==> src/isc_cfg.svh <==
`ifndef ISC_CFG_SVH
`define ISC_CFG_SVH

// clock and time base
`define ISC_CLK_PERIOD_NS   25
`define ISC_SECOND_NS       1000000000

// queue and buffer sizes
`define ISC_CMD_QUEUE_LIMIT 4
`define ISC_ERR_DEPTH       10

// standard event register bit positions
`define ISC_ESR_OPC         0
`define ISC_ESR_QYE         2
`define ISC_ESR_DDE         3
`define ISC_ESR_EXE         4
`define ISC_ESR_CME         5
`define ISC_ESR_PON         7
`define ISC_ESR_USED_MASK   8'hBD

// status byte bit positions
`define ISC_STB_QUENCH      2
`define ISC_STB_ERRQ        3
`define ISC_STB_MAV         4
`define ISC_STB_ESB         5
`define ISC_STB_RQS         6

// reset values
`define ISC_PSC_RESET       1'b1
`define ISC_MASK_RESET      8'h00
`define ISC_ESR_RESET       8'h80
`define ISC_MONTH_RESET     4'h1
`define ISC_DAY_RESET       5'h01
`define ISC_YEAR_RESET      12'h7D0

// error codes, 16-bit two's complement
`define ISC_ERR_NONE        16'h0000
`define ISC_ERR_COMMAND     16'hFF9C
`define ISC_ERR_SETTINGS    16'hFF23
`define ISC_ERR_OVERFLOW    16'hFED1

// date/time word layout: month day year hour minute second
`define ISC_TM_MONTH_LSB    34
`define ISC_TM_DAY_LSB      29
`define ISC_TM_YEAR_LSB     17
`define ISC_TM_HOUR_LSB     12
`define ISC_TM_MIN_LSB      6
`define ISC_TM_SEC_LSB      0

`endif

==> src/isc_pkg.sv <==
package isc_pkg;
    typedef enum logic [4:0] {
        OP_IDN_Q      = 5'h00,
        OP_RST        = 5'h01,
        OP_TST_Q      = 5'h02,
        OP_LOCAL      = 5'h03,
        OP_REMOTE     = 5'h04,
        OP_TIME_Q     = 5'h05,
        OP_TIME_SET   = 5'h06,
        OP_ERR_Q      = 5'h07,
        OP_STB_Q      = 5'h08,
        OP_SRE_SET    = 5'h09,
        OP_SRE_Q      = 5'h0A,
        OP_CLS        = 5'h0B,
        OP_ESR_Q      = 5'h0C,
        OP_ESE_SET    = 5'h0D,
        OP_ESE_Q      = 5'h0E,
        OP_PSC_SET    = 5'h0F,
        OP_PSC_Q      = 5'h10,
        OP_OPC        = 5'h11,
        OP_OPC_Q      = 5'h12,
        OP_SUP_TYPE_Q = 5'h13,
        OP_SUP_VMIN_Q = 5'h14,
        OP_SUP_VMAX_Q = 5'h15,
        OP_SUP_IMIN_Q = 5'h16,
        OP_SUP_IMAX_Q = 5'h17,
        OP_SUP_MODE_Q = 5'h18,
        OP_RATIO_Q    = 5'h19,
        OP_FIELD_CMD  = 5'h1A
    } isc_op_t;

    typedef enum logic [2:0] {
        RANGE_P5   = 3'h0,
        RANGE_P10  = 3'h1,
        RANGE_PM5  = 3'h2,
        RANGE_PM10 = 3'h3,
        RANGE_N5   = 3'h4,
        RANGE_P8   = 3'h5
    } isc_range_t;
endpackage

==> src/isc_core.sv <==
`timescale 1ns/10ps
`include "isc_cfg.svh"

module isc_fifo #(
    parameter int W     = 46,
    parameter int DEPTH = 8
) (
    input  wire logic                       clk,
    input  wire logic                       rst_b,
    input  wire logic                       flush,
    input  wire logic                       in_valid,
    output logic                            in_ready,
    input  wire logic [W-1:0]               in_data,
    output logic                            out_valid,
    input  wire logic                       out_ready,
    output logic [W-1:0]                    out_data,
    output logic [$clog2(DEPTH+1)-1:0]      count
);
    localparam int AW = $clog2(DEPTH);
    localparam int CW = $clog2(DEPTH+1);

    typedef struct packed {
        logic [DEPTH-1:0][W-1:0] mem;
        logic [AW-1:0]           rd;
        logic [AW-1:0]           wr;
        logic [CW-1:0]           cnt;
    } isc_fifo_st_t;

    isc_fifo_st_t st_ff;
    isc_fifo_st_t nxt_st;
    logic         push;
    logic         pop;

    assign in_ready  = (st_ff.cnt != CW'(DEPTH));
    assign out_valid = (st_ff.cnt != '0);
    assign out_data  = st_ff.mem[st_ff.rd];
    assign count     = st_ff.cnt;
    assign push      = in_valid & in_ready;
    assign pop       = out_valid & out_ready;

    function automatic logic [AW-1:0] inc_ptr(input logic [AW-1:0] p);
        inc_ptr = (p == AW'(DEPTH-1)) ? '0 : AW'(p + 1'b1);
    endfunction

    always_comb begin
        nxt_st = st_ff;
        if (push) begin
            nxt_st.mem[st_ff.wr] = in_data;
            nxt_st.wr            = inc_ptr(st_ff.wr);
        end
        if (pop) begin
            nxt_st.rd = inc_ptr(st_ff.rd);
        end
        nxt_st.cnt = CW'(st_ff.cnt + CW'(push) - CW'(pop));
        if (flush) begin
            nxt_st.rd  = '0;
            nxt_st.wr  = '0;
            nxt_st.cnt = '0;
        end
    end

    always_ff @(posedge clk or negedge rst_b) begin
        if (!rst_b) begin
            st_ff <= '0;
        end else begin
            st_ff <= nxt_st;
        end
    end
endmodule // isc_fifo

// Function
// - identify query answers model number and firmware revision.
// - reset command behaves like power cycle; enable masks cleared per power-on clear. Code keeps time, date and power-on clear at the reset command.
// - self-test query always answers 1.
// - ctrl-C empties output and command buffers, status untouched.
// - panel controls enabled after reset; local command re-enables them.
// - remote command locks panel, shows marker; local, reset, shift-menu unlock.
// - date/time reported as month/day/year and 24-hour hours:minutes:seconds.
// - up to 10 pending errors, returned oldest first.
// - errors removed when read; buffer emptied by clear-status or power cycle.
// - status byte query does not clear summary bit 6.
// - service request mask selects status bits feeding bit 6; 4 selects quench.
// - each mask query returns the last mask written.
// - clear-status clears event register and error buffer.
// - event status query returns event register contents.
// - event enable mask selects event bits summarised into status bit 5.
// - power-on clear 1 clears masks at power on, 0 keeps; default 1; queryable. Code applies it at the reset command only; power on always clears masks.
// - operation-complete command sets event bit 0.
// - operation-complete query answers 1 only to its sender.
// - supply type query returns index 0..17, panel-only setting.
// - supply limits and output range are read-only remotely.
// - output range codes 0..5 as fixed voltage ranges.
// - field-unit commands refused unless field-to-current ratio is positive.
// - current ceiling bounds operating current magnitude symmetrically.
// - event bits: 0 opc, 2 query, 3 device, 4 exec, 5 command, 7 power-on.
// - reading the event register clears it.
// - queue 4 commands; overflow discards and logs error -303.
module isc_core
    import isc_pkg::*;
#(
    parameter int          TICKS_PER_SEC = `ISC_SECOND_NS / `ISC_CLK_PERIOD_NS,
    parameter int          FIFO_DEPTH    = 8,
    parameter logic [23:0] ID_MODEL      = 24'h000001, // arbitrary value
    parameter logic [15:0] ID_FW_REV     = 16'h0001    // arbitrary value
) (
    input  wire logic               CLOCK,
    input  wire logic               RST_B,
    input  wire logic               CMD_VALID,
    output logic                    CMD_READY,
    input  wire logic [4:0]         CMD_OP,
    input  wire logic [39:0]        CMD_ARG,
    input  wire logic               CMD_SRC,
    input  wire logic               ABORT,
    output logic                    RESP_VALID,
    input  wire logic               RESP_READY,
    output logic [39:0]             RESP_DATA,
    output logic                    RESP_DST,
    input  wire logic               PANEL_SHIFT_MENU,
    input  wire logic               QUENCH,
    input  wire logic               DEVICE_FAULT,
    input  wire logic [4:0]         SUPPLY_TYPE,
    input  wire logic [15:0]        SUPPLY_VMIN,
    input  wire logic [15:0]        SUPPLY_VMAX,
    input  wire logic [15:0]        SUPPLY_IMIN,
    input  wire logic [15:0]        SUPPLY_IMAX,
    input  wire logic [2:0]         SUPPLY_RANGE,
    input  wire logic signed [31:0] FIELD_TO_CURRENT_RATIO,
    input  wire logic [15:0]        CURRENT_LIMIT,
    input  wire logic signed [15:0] CURRENT_REQ,
    output logic signed [15:0]      CURRENT_OUT,
    output logic                    FIELD_CMD_VALID,
    output logic [39:0]             FIELD_CMD_ARG,
    output logic                    PANEL_ENABLE,
    output logic                    REMOTE_MARK,
    output logic [7:0]              STATUS_BYTE
);
    localparam int TW = $clog2(TICKS_PER_SEC);
    localparam int CW = $clog2(FIFO_DEPTH+1);

    typedef struct packed {
        logic                                resp_valid;
        logic [39:0]                         resp_data;
        logic                                resp_dst;
        logic [7:0]                          esr;
        logic [7:0]                          ese;
        logic [7:0]                          sre;
        logic                                psc;
        logic                                remote;
        logic [`ISC_ERR_DEPTH-1:0][15:0]     err_mem;
        logic [3:0]                          err_cnt;
        logic [TW-1:0]                       tick;
        logic [3:0]                          month;
        logic [4:0]                          day;
        logic [11:0]                         year;
        logic [4:0]                          hour;
        logic [5:0]                          minute;
        logic [5:0]                          second;
        logic [7:0]                          stb;
        logic signed [15:0]                  cur;
        logic                                fcmd_valid;
        logic [39:0]                         fcmd_arg;
    } isc_core_st_t;

    isc_core_st_t  st_ff;
    isc_core_st_t  nxt_st;
    logic          q_valid;
    logic          q_pop;
    logic [45:0]   q_data;
    logic [CW-1:0] q_count;
    logic          q_room;
    isc_op_t       op;
    logic [39:0]   arg;
    logic          src;

    assign q_room    = (q_count < CW'(`ISC_CMD_QUEUE_LIMIT));
    assign CMD_READY = q_room;
    assign op        = isc_op_t'(q_data[45:41]);
    assign arg       = q_data[40:1];
    assign src       = q_data[0];
    assign q_pop     = q_valid & ~st_ff.resp_valid & ~ABORT;

    isc_fifo #(
        .W     (46),
        .DEPTH (FIFO_DEPTH)
    ) u_cmd_fifo (
        .clk       (CLOCK),
        .rst_b     (RST_B),
        .flush     (ABORT),
        .in_valid  (CMD_VALID & q_room),
        .in_ready  (),
        .in_data   ({CMD_OP, CMD_ARG, CMD_SRC}),
        .out_valid (q_valid),
        .out_ready (q_pop),
        .out_data  (q_data),
        .count     (q_count)
    );

    function automatic isc_core_st_t push_err(input isc_core_st_t s, input logic [15:0] code);
        isc_core_st_t r;
        r = s;
        if (s.err_cnt < 4'(`ISC_ERR_DEPTH)) begin
            r.err_mem[s.err_cnt] = code;
            r.err_cnt            = 4'(s.err_cnt + 1'b1);
        end
        return r;
    endfunction

    function automatic logic [4:0] month_days(input logic [3:0] m, input logic [11:0] y);
        if (m == 4'h2) begin
            month_days = (y[1:0] == 2'h0) ? 5'h1D : 5'h1C;
        end else if (m == 4'h4 || m == 4'h6 || m == 4'h9 || m == 4'hB) begin
            month_days = 5'h1E;
        end else begin
            month_days = 5'h1F;
        end
    endfunction

    function automatic logic [39:0] resp_num(input logic [15:0] v);
        resp_num = {24'h000000, v};
    endfunction

    always_comb begin
        nxt_st            = st_ff;
        nxt_st.fcmd_valid = 1'b0;
        // time base, hours kept in 24-hour form
        if (st_ff.tick == TW'(TICKS_PER_SEC - 1)) begin
            nxt_st.tick   = '0;
            nxt_st.second = 6'(st_ff.second + 1'b1);
            if (st_ff.second == 6'h3B) begin
                nxt_st.second = '0;
                nxt_st.minute = 6'(st_ff.minute + 1'b1);
                if (st_ff.minute == 6'h3B) begin
                    nxt_st.minute = '0;
                    nxt_st.hour   = 5'(st_ff.hour + 1'b1);
                    if (st_ff.hour == 5'h17) begin
                        nxt_st.hour = '0;
                        nxt_st.day  = 5'(st_ff.day + 1'b1);
                        if (st_ff.day == month_days(st_ff.month, st_ff.year)) begin
                            nxt_st.day   = 5'h01;
                            nxt_st.month = 4'(st_ff.month + 1'b1);
                            if (st_ff.month == 4'hC) begin
                                nxt_st.month = 4'h1;
                                nxt_st.year  = 12'(st_ff.year + 1'b1);
                            end
                        end
                    end
                end
            end
        end else begin
            nxt_st.tick = TW'(st_ff.tick + 1'b1);
        end
        if (RESP_READY && st_ff.resp_valid) begin
            nxt_st.resp_valid = 1'b0;
        end
        if (PANEL_SHIFT_MENU) begin
            nxt_st.remote = 1'b0;
        end
        if (q_pop) begin
            nxt_st.resp_dst = src;
            nxt_st.resp_valid = 1'b1;
            nxt_st.resp_data  = '0;
            case (op)
                OP_IDN_Q:      nxt_st.resp_data = {ID_MODEL, ID_FW_REV};
                OP_TST_Q:      nxt_st.resp_data = 40'h0000000001;
                OP_TIME_Q: begin
                    nxt_st.resp_data = {2'h0, st_ff.month, st_ff.day, st_ff.year,
                                        st_ff.hour, st_ff.minute, st_ff.second};
                end
                OP_ERR_Q: begin
                    nxt_st.resp_data = resp_num(st_ff.err_cnt != '0 ? st_ff.err_mem[0] : `ISC_ERR_NONE);
                    if (st_ff.err_cnt != '0) begin
                        for (int i = 0; i < `ISC_ERR_DEPTH - 1; i++) begin
                            nxt_st.err_mem[i] = st_ff.err_mem[i+1];
                        end
                        nxt_st.err_cnt = 4'(st_ff.err_cnt - 1'b1);
                    end
                end
                OP_STB_Q:      nxt_st.resp_data = resp_num({8'h00, st_ff.stb});
                OP_SRE_Q:      nxt_st.resp_data = resp_num({8'h00, st_ff.sre});
                OP_ESE_Q:      nxt_st.resp_data = resp_num({8'h00, st_ff.ese});
                OP_ESR_Q: begin
                    nxt_st.resp_data = resp_num({8'h00, st_ff.esr});
                    nxt_st.esr       = '0;
                end
                OP_PSC_Q:      nxt_st.resp_data = resp_num({15'h0000, st_ff.psc});
                OP_OPC_Q:      nxt_st.resp_data = 40'h0000000001;
                OP_SUP_TYPE_Q: nxt_st.resp_data = resp_num({11'h000, SUPPLY_TYPE});
                OP_SUP_VMIN_Q: nxt_st.resp_data = resp_num(SUPPLY_VMIN);
                OP_SUP_VMAX_Q: nxt_st.resp_data = resp_num(SUPPLY_VMAX);
                OP_SUP_IMIN_Q: nxt_st.resp_data = resp_num(SUPPLY_IMIN);
                OP_SUP_IMAX_Q: nxt_st.resp_data = resp_num(SUPPLY_IMAX);
                OP_SUP_MODE_Q: nxt_st.resp_data = resp_num({13'h0000, SUPPLY_RANGE});
                OP_RATIO_Q:    nxt_st.resp_data = {8'h00, FIELD_TO_CURRENT_RATIO};
                default: begin
                    // commands give no answer
                    nxt_st.resp_valid = 1'b0;
                    case (op)
                        OP_RST: begin
                            // clears remote, errors and event register like power cycle; masks per power-on clear, time and date kept, calibration lives outside
                            nxt_st.remote  = 1'b0;
                            nxt_st.err_cnt = '0;
                            nxt_st.esr     = `ISC_ESR_RESET;
                            if (st_ff.psc) begin
                                nxt_st.ese = `ISC_MASK_RESET;
                                nxt_st.sre = `ISC_MASK_RESET;
                            end
                        end
                        OP_LOCAL:    nxt_st.remote = 1'b0;
                        OP_REMOTE:   nxt_st.remote = 1'b1;
                        OP_TIME_SET: begin
                            // host supplies fields in the same layout, 24-hour hours
                            nxt_st.month  = arg[`ISC_TM_MONTH_LSB +: 4];
                            nxt_st.day    = arg[`ISC_TM_DAY_LSB +: 5];
                            nxt_st.year   = arg[`ISC_TM_YEAR_LSB +: 12];
                            nxt_st.hour   = arg[`ISC_TM_HOUR_LSB +: 5];
                            nxt_st.minute = arg[`ISC_TM_MIN_LSB +: 6];
                            nxt_st.second = arg[`ISC_TM_SEC_LSB +: 6];
                            nxt_st.tick   = '0;
                        end
                        OP_SRE_SET:  nxt_st.sre = arg[7:0];
                        OP_ESE_SET:  nxt_st.ese = arg[7:0];
                        OP_PSC_SET:  nxt_st.psc = arg[0];
                        OP_CLS: begin
                            nxt_st.esr     = '0;
                            nxt_st.err_cnt = '0;
                        end
                        OP_OPC:      nxt_st.esr[`ISC_ESR_OPC] = 1'b1;
                        OP_FIELD_CMD: begin
                            if (FIELD_TO_CURRENT_RATIO > 32'sh0) begin
                                nxt_st.fcmd_valid = 1'b1;
                                nxt_st.fcmd_arg   = arg;
                            end else begin
                                nxt_st.esr[`ISC_ESR_EXE] = 1'b1;
                                nxt_st = push_err(nxt_st, `ISC_ERR_SETTINGS);
                            end
                        end
                        default: begin
                            nxt_st.esr[`ISC_ESR_CME] = 1'b1;
                            nxt_st = push_err(nxt_st, `ISC_ERR_COMMAND);
                        end
                    endcase
                end
            endcase
        end
        // events after clears, so an event in a clearing cycle survives
        if (CMD_VALID && !q_room) begin
            nxt_st.esr[`ISC_ESR_EXE] = 1'b1;
            nxt_st = push_err(nxt_st, `ISC_ERR_OVERFLOW);
        end
        if (DEVICE_FAULT) begin
            nxt_st.esr[`ISC_ESR_DDE] = 1'b1;
        end
        if (ABORT) begin
            nxt_st.resp_valid = 1'b0;
        end
        nxt_st.esr = nxt_st.esr & `ISC_ESR_USED_MASK;
        // ceiling bounds both polarities alike
        if (CURRENT_REQ > $signed({1'b0, CURRENT_LIMIT[14:0]})) begin
            nxt_st.cur = $signed({1'b0, CURRENT_LIMIT[14:0]});
        end else if (CURRENT_REQ < -$signed({1'b0, CURRENT_LIMIT[14:0]})) begin
            nxt_st.cur = -$signed({1'b0, CURRENT_LIMIT[14:0]});
        end else begin
            nxt_st.cur = CURRENT_REQ;
        end
        nxt_st.stb                 = '0;
        nxt_st.stb[`ISC_STB_QUENCH] = QUENCH;
        nxt_st.stb[`ISC_STB_ERRQ]  = (nxt_st.err_cnt != '0);
        nxt_st.stb[`ISC_STB_MAV]   = nxt_st.resp_valid;
        nxt_st.stb[`ISC_STB_ESB]   = |(nxt_st.esr & nxt_st.ese);
        nxt_st.stb[`ISC_STB_RQS]   = |(nxt_st.stb & nxt_st.sre & 8'hBF);
    end

    always_ff @(posedge CLOCK or negedge RST_B) begin
        if (!RST_B) begin
            st_ff        <= '0;
            st_ff.psc    <= `ISC_PSC_RESET;
            st_ff.esr    <= `ISC_ESR_RESET;
            st_ff.month  <= `ISC_MONTH_RESET;
            st_ff.day    <= `ISC_DAY_RESET;
            st_ff.year   <= `ISC_YEAR_RESET;
        end else begin
            st_ff <= nxt_st;
        end
    end

    assign RESP_VALID      = st_ff.resp_valid;
    assign RESP_DATA       = st_ff.resp_data;
    assign RESP_DST        = st_ff.resp_dst;
    assign CURRENT_OUT     = st_ff.cur;
    assign FIELD_CMD_VALID = st_ff.fcmd_valid;
    assign FIELD_CMD_ARG   = st_ff.fcmd_arg;
    assign PANEL_ENABLE    = ~st_ff.remote;
    assign REMOTE_MARK     = st_ff.remote;
    assign STATUS_BYTE     = st_ff.stb;
endmodule // isc_core

==> config.mk <==
export PLATFORM = sky130hd
export DESIGN_NAME = isc_core
export DESIGN_NICKNAME = d
export VERILOG_FILES = /design/src/isc_pkg.sv /design/src/isc_core.sv
export VERILOG_INCLUDE_DIRS = /design/src
export SDC_FILE = /design/constraint.sdc
export NUM_CORES = 2
export LEC_CHECK = 0
export BUFFER_PORTS_ARGS = -buffer_cell sky130_fd_sc_hd__buf_2
export CAP_MARGIN = 0
export CELL_PAD_IN_SITES_DETAIL_PLACEMENT = 0
export CELL_PAD_IN_SITES_GLOBAL_PLACEMENT = 1
export CORE_MARGIN = 8
export CORE_UTILIZATION = 49
export CTS_CLUSTER_SIZE = 25
export DETAILED_ROUTE_END_ITERATION = 10
export PLACE_DENSITY_LB_ADDON = 0.1
export REMOVE_ABC_BUFFERS = 1
export SLEW_MARGIN = 0
export SYNTH_ARGS = -nofsm -noshare
export SYNTH_HDL_FRONTEND = slang
export SYNTH_HIERARCHICAL = 1
export SYNTH_SLANG_ARGS = --single-unit
==> constraint.sdc <==
create_clock -name CLOCK -period 6 [get_ports CLOCK]
set_input_delay 0.6 -clock CLOCK [delete_from_list [all_inputs] [get_ports CLOCK]]
set_output_delay 0.6 -clock CLOCK [all_outputs]
set_load 0.05 [all_outputs]
* Word level (Yosys, flattened, before mapping) *
Cells that the tools add are included.

storage, ports and cells
  flip-flop bits (word level) = 734

operators by class
  bitwise operators = 19
  $add $sub $neg = 15
  equality and inequality tests = 40
  magnitude comparators = 13
  reduce and logical (&&, ||, !) cells = 26
  mux-type cells = 61

operators with widths
  cell                                        number
  case mux 38 bit (16 select lines)           1
  2-to-1 mux 164 bit                          3
  bitwise mux 368 bit                         1
  2-to-1 mux 361 bit                          1
  case mux 160 bit (2 select lines)           1
  2-to-1 mux 316 bit                          1
  case mux 148 bit (2 select lines)           1
  2-to-1 mux 275 bit                          1
  bitwise OR 110 bit                          2
  2-to-1 mux 148 bit                          1
  binary-select mux 46 bit (select 3 bit)     1
  demux 46 bit (select 3 bit)                 1
  2-to-1 mux 129 bit                          1
  demux 16 bit (select 4 bit)                 2
  case mux 64 bit (2 select lines)            1
  bitwise OR 120 bit                          1
  AND 50 bit                                  2
  NOT 50 bit                                  2
  2-to-1 mux 16 bit                           6
  2-to-1 mux 46 bit                           2
  2-to-1 mux 38 bit                           2
  2-to-1 mux 65 bit                           1
  equality test 5 bit, second input constant  12
  2-to-1 mux 26 bit                           2
  other kinds (67)                            125

* Longest topological paths before layout *
  depth in word-level cells = 33
  mapped depth = 18

* Hierarchy *
The synthesis kept the hierarchy.

modules (own cells, without submodules)
  module    area an instance (sq um)  times used  cells each  seq. area each (sq um)
  isc_core  20031.7                   1           2219        8846.0
  isc_fifo  17159.0                   1           1015        9459.1

* Worst setup path before layout *
No wires, ideal clock.

  kind = input to register
  start point = in CURRENT_LIMIT[1]
  end point = reg st_ff (netlist bit CURRENT_OUT[10])
  path slack = 1.578 ns
  arrival = 4.266 ns
  cell stages on the path = 15
  required time = 5.844 ns
  buffers on the path = 1
  cells stage by stage = nor3_2 -> nand4_1 -> or3_1 -> or3_1 -> or3_1 -> xnor2_1 -> ha_1 -> a21o_1 -> a211o_1 -> a311oi_1 -> a21oi_1 -> o21ai_1 -> buf_1 -> mux2i_1 -> a2bb2oi_1

RTL lines
  item                  RTL line         RTL
  start, declared       isc_core.sv:128  input wire logic [15:0] CURRENT_LIMIT,
  end signal, assigned  isc_core.sv:382  st_ff <= nxt_st;
  end, declared         isc_core.sv:164  isc_core_st_t st_ff;

==> flow_metrics.py <==
metrics = {
    "run_status": {
        "outcome": "complete, no violations",
    },
    "setup_path": {
        "rr_worst_depth": 13,
        "critical_path_class": "flip-flop to flip-flop",
        "worstPathCellList": "mux4_2 > mux2_2 > nor2b_1 > nand3_1 > or3_2 > buf_4 > nor2_1 > a41oi_1 > nand3_1 > inv_1 > ha_1 > nand4_1 > and2_1",
        "path_common_cell": "nand3_1",
        "crit_fanout": 70,
        "cp_top_family": "simple AND/OR/NAND/NOR gates",
        "r2r_start": "u_cmd_fifo/st_ff[8]$_DFFE_PN0P_",
        "critPathSlowestCell": "dfrtp_4",
        "crit_buf_inv": 2,
        "rrSetupSlack_ns": 0.65,
        "cp_data_arrival_time_ns": 5.86,
        "cp-start-kind": "flip-flop",
        "cp_data_required_time_ns": 6.50,
        "slowest_delay_ns": 0.86,
        "timing.rr.end": "st_ff[266]$_DFF_PN0_",
        "end_kind": "flip-flop",
    },
    "finish": {
        "syn_to_final_growth_pct": 11.8,
        "seqCellArea_um2": 18300,
        "multiInputGateArea_um2": 16900,
        "nets": 3605,
        "drive_above_1_share_pct": 31.5,
        "fillers": 6539,
        "final_cells": 4408,
    },
    "clock_network": {
        "clk_pin_slew_worst_paths_ns": 0.06,
        "cts_sinks": 731,
        "cts_buffers": 81,
        "cts_tree": "yes",
        "cts.repair.resized": 0,
        "worstSkewPairLatency_ns": 0.64,
        "clock_path_buffers": 3,
        "h-tree-depth": 3,
        "cts-root-buf": "clkbuf_16",
    },
    "synthesis": {
        "netlist_area_um2": 37200,
        "yosys_warnings": 6,
        "post_synth.cell_area_avg_um2": 11.5,
        "netlist_instances": 3232,
    },
    "floorplanning": {
        "placement_rows": 101,
        "fp.coreArea_um2": 75600,
        "start_util_pct": 49.2,
        "ios": 300,
        "die-height_um": 291,
        "die_x_um": 291,
        "die_area_um2": 84900,
    },
    "global_route": {
        "grt_max_degree": 183,
        "overflow": 0,
        "antenna_found_initial": 21,
        "grt_pass1_wl_um": 170000,
        "grt_pass1_vias": 27958,
        "grt_usage_pct": 25.4,
    },
    "route": {
        "vias": 27066,
        "drt-total-wl_um": 111000,
        "viasPerCell": 6.14,
        "ant_nets": 0,
        "drt_iter0_drc": 2032,
        "drc_errors": 0,
        "wl_per_cell_um": 25.1,
        "first_pass_iters": 6,
    },
    "pwr": {
        "leakagePower_uw": 0.0190,
        "cellPowerDensity_nw_per_um2": 514,
        "max-vdd-ir-drop_mv": 0.347,
    },
    "sta": {
        "grt_setup_unrepaired": "no",
        "period_needed_ns": 5.35,
        "drv_slew": 0,
        "fmax_mhz": 187,
        "final_hold_viol_count": 0,
        "finClkSkew_ns": 0.0317,
        "tightest_slew_ns": 1.18,
        "slew_headroom_pct": 20.3,
        "tns_ns": 0,
        "setup_viol": 0,
        "period_share_pct": 89.2,
    },
    "worst_hold_path": {
        "hp-class": "input pin to flip-flop",
        "hold_depth": 1,
        "min_from": "QUENCH",
        "whs_endpoint": "STATUS_BYTE[2]$_DFF_PN0_",
    },
    "run": {
        "cap_viol_max_count": 0,
    },
    "place": {
        "io_buffers": 293,
        "post-place-cells": 4249,
        "gp_congestion": 0.867,
        "dp_hpwl_um": 74300,
    },
}
-- placed cells by master (no fill, tap or decap), types with 16 or more instances in the layout --
| cell type | n |
|---|---|
| clkinv_2 | 21 |
| xnor2_1 | 27 |
| o21ai_0 | 105 |
| o22ai_1 | 68 |
| buf_2 | 292 |
| ha_1 | 59 |
| a22oi_1 | 49 |
| clkbuf_16 | 82 |
| a21oi_1 | 122 |
| or3_1 | 16 |
| a221oi_1 | 42 |
| nor3_1 | 38 |
| dfrtp_1 | 718 |
| mux2i_1 | 23 |
| mux4_2 | 92 |
| and3_1 | 23 |
| nor2b_1 | 17 |
| a21o_1 | 20 |
| inv_1 | 64 |
| nor2_1 | 199 |
| nand4_1 | 28 |
| a31oi_1 | 28 |
| and2_1 | 16 |
| mux2_2 | 441 |
| nor4_1 | 17 |
| a211oi_1 | 24 |
| nand2_1 | 298 |
| buf_4 | 48 |
| o31ai_1 | 17 |
| nand3_1 | 79 |
| xor2_1 | 22 |
-- state kept, by name, summed over array words and instances, names as in the netlist --
name	count
u_cmd_fifo/count	4
st_ff	251
RESP_DST	1
RESP_DATA	38
FIELD_CMD_VALID	1
CURRENT_OUT	16
u_cmd_fifo/st_ff	374
REMOTE_MARK	1
STATUS_BYTE	5
FIELD_CMD_ARG	40
-- final cells by class --
| cell class | count | area share, % |
|---|---|---|
| timing repair buffer | 345 | 4.59 |
| clock buffer | 106 | 5.52 |
| tap | 978 | 2.94 |
| clock inverter | 44 | 1.55 |
| multi-input combinational | 2129 | 40.7 |
| sequential | 731 | 44.1 |
| antenna | 8 | 0.0482 |
| inverter | 67 | 0.605 |
-- power by group --
part | switching [uW] | internal [uW] | total, uW
Sequential | 1150 | 6430 | 7590
Combinational | 5300 | 3060 | 8370
Clock | 2140 | 3280 | 5430
-- per-stage QoR --
stage | area (um2) | power (uW) | hold slack, ns | worst slack, ns | util [%]
2_1_floorplan | 35400 | 13000 | 0.304 | -3.03 | -
3_3_place_gp | 38600 | 15600 | 0.456 | 0.640 | 51.1
3_5_place_dp | 38600 | 15900 | 0.464 | 0.615 | 51.1
4_1_cts | 41500 | 21400 | 0.0966 | 0.594 | 55.0
5_1_grt | 41600 | 22500 | 0.117 | 0.213 | 55.0
6_report | 41600 | 21400 | 0.132 | 0.647 | 55.0
-- per-layer routing --
metal | global-route usage, % | share of wire [%] | up-vias
li1 | - | - | 12022
met1 | 33.5 | 43 | 14016
met2 | 42.2 | 48 | 823
met3 | 5.12 | 6.1 | 191
met4 | 8.13 | 2.8 | 14
met5 | 0 | 0.076 | -
-- worst max-delay path by stage --
stage,from,end,cells past startpoint,slack (ns)
after CTS,u_cmd_fifo/st_ff[8]$_DFFE_PN0P_,st_ff[266]$_DFF_PN0_,13,0.59
after global placement,u_cmd_fifo/st_ff[8]$_DFFE_PN0P_,st_ff[262]$_DFF_PN0_,13,0.64
after detailed placement,u_cmd_fifo/st_ff[8]$_DFFE_PN0P_,st_ff[262]$_DFF_PN0_,13,0.62
after global routing,u_cmd_fifo/st_ff[8]$_DFFE_PN0P_,st_ff[266]$_DFF_PN0_,13,0.21
final,u_cmd_fifo/st_ff[8]$_DFFE_PN0P_,st_ff[266]$_DFF_PN0_,13,0.65
after floorplan,u_cmd_fifo/st_ff[8]$_DFFE_PN0P_,FIELD_CMD_ARG[0]$_DFFE_PN0P_,7,-3.03
-- what timing repair did --
| action | CTS | global route |
|---|---|---|
| endpoints found under the hold margin | 10 | 0 |
| setup buffers | 0 | 0 |
| setup endpoints to repair | 0 | 0 |
| hold buffers | 1 | 0 |
Power figures use the tool's default switching activity.
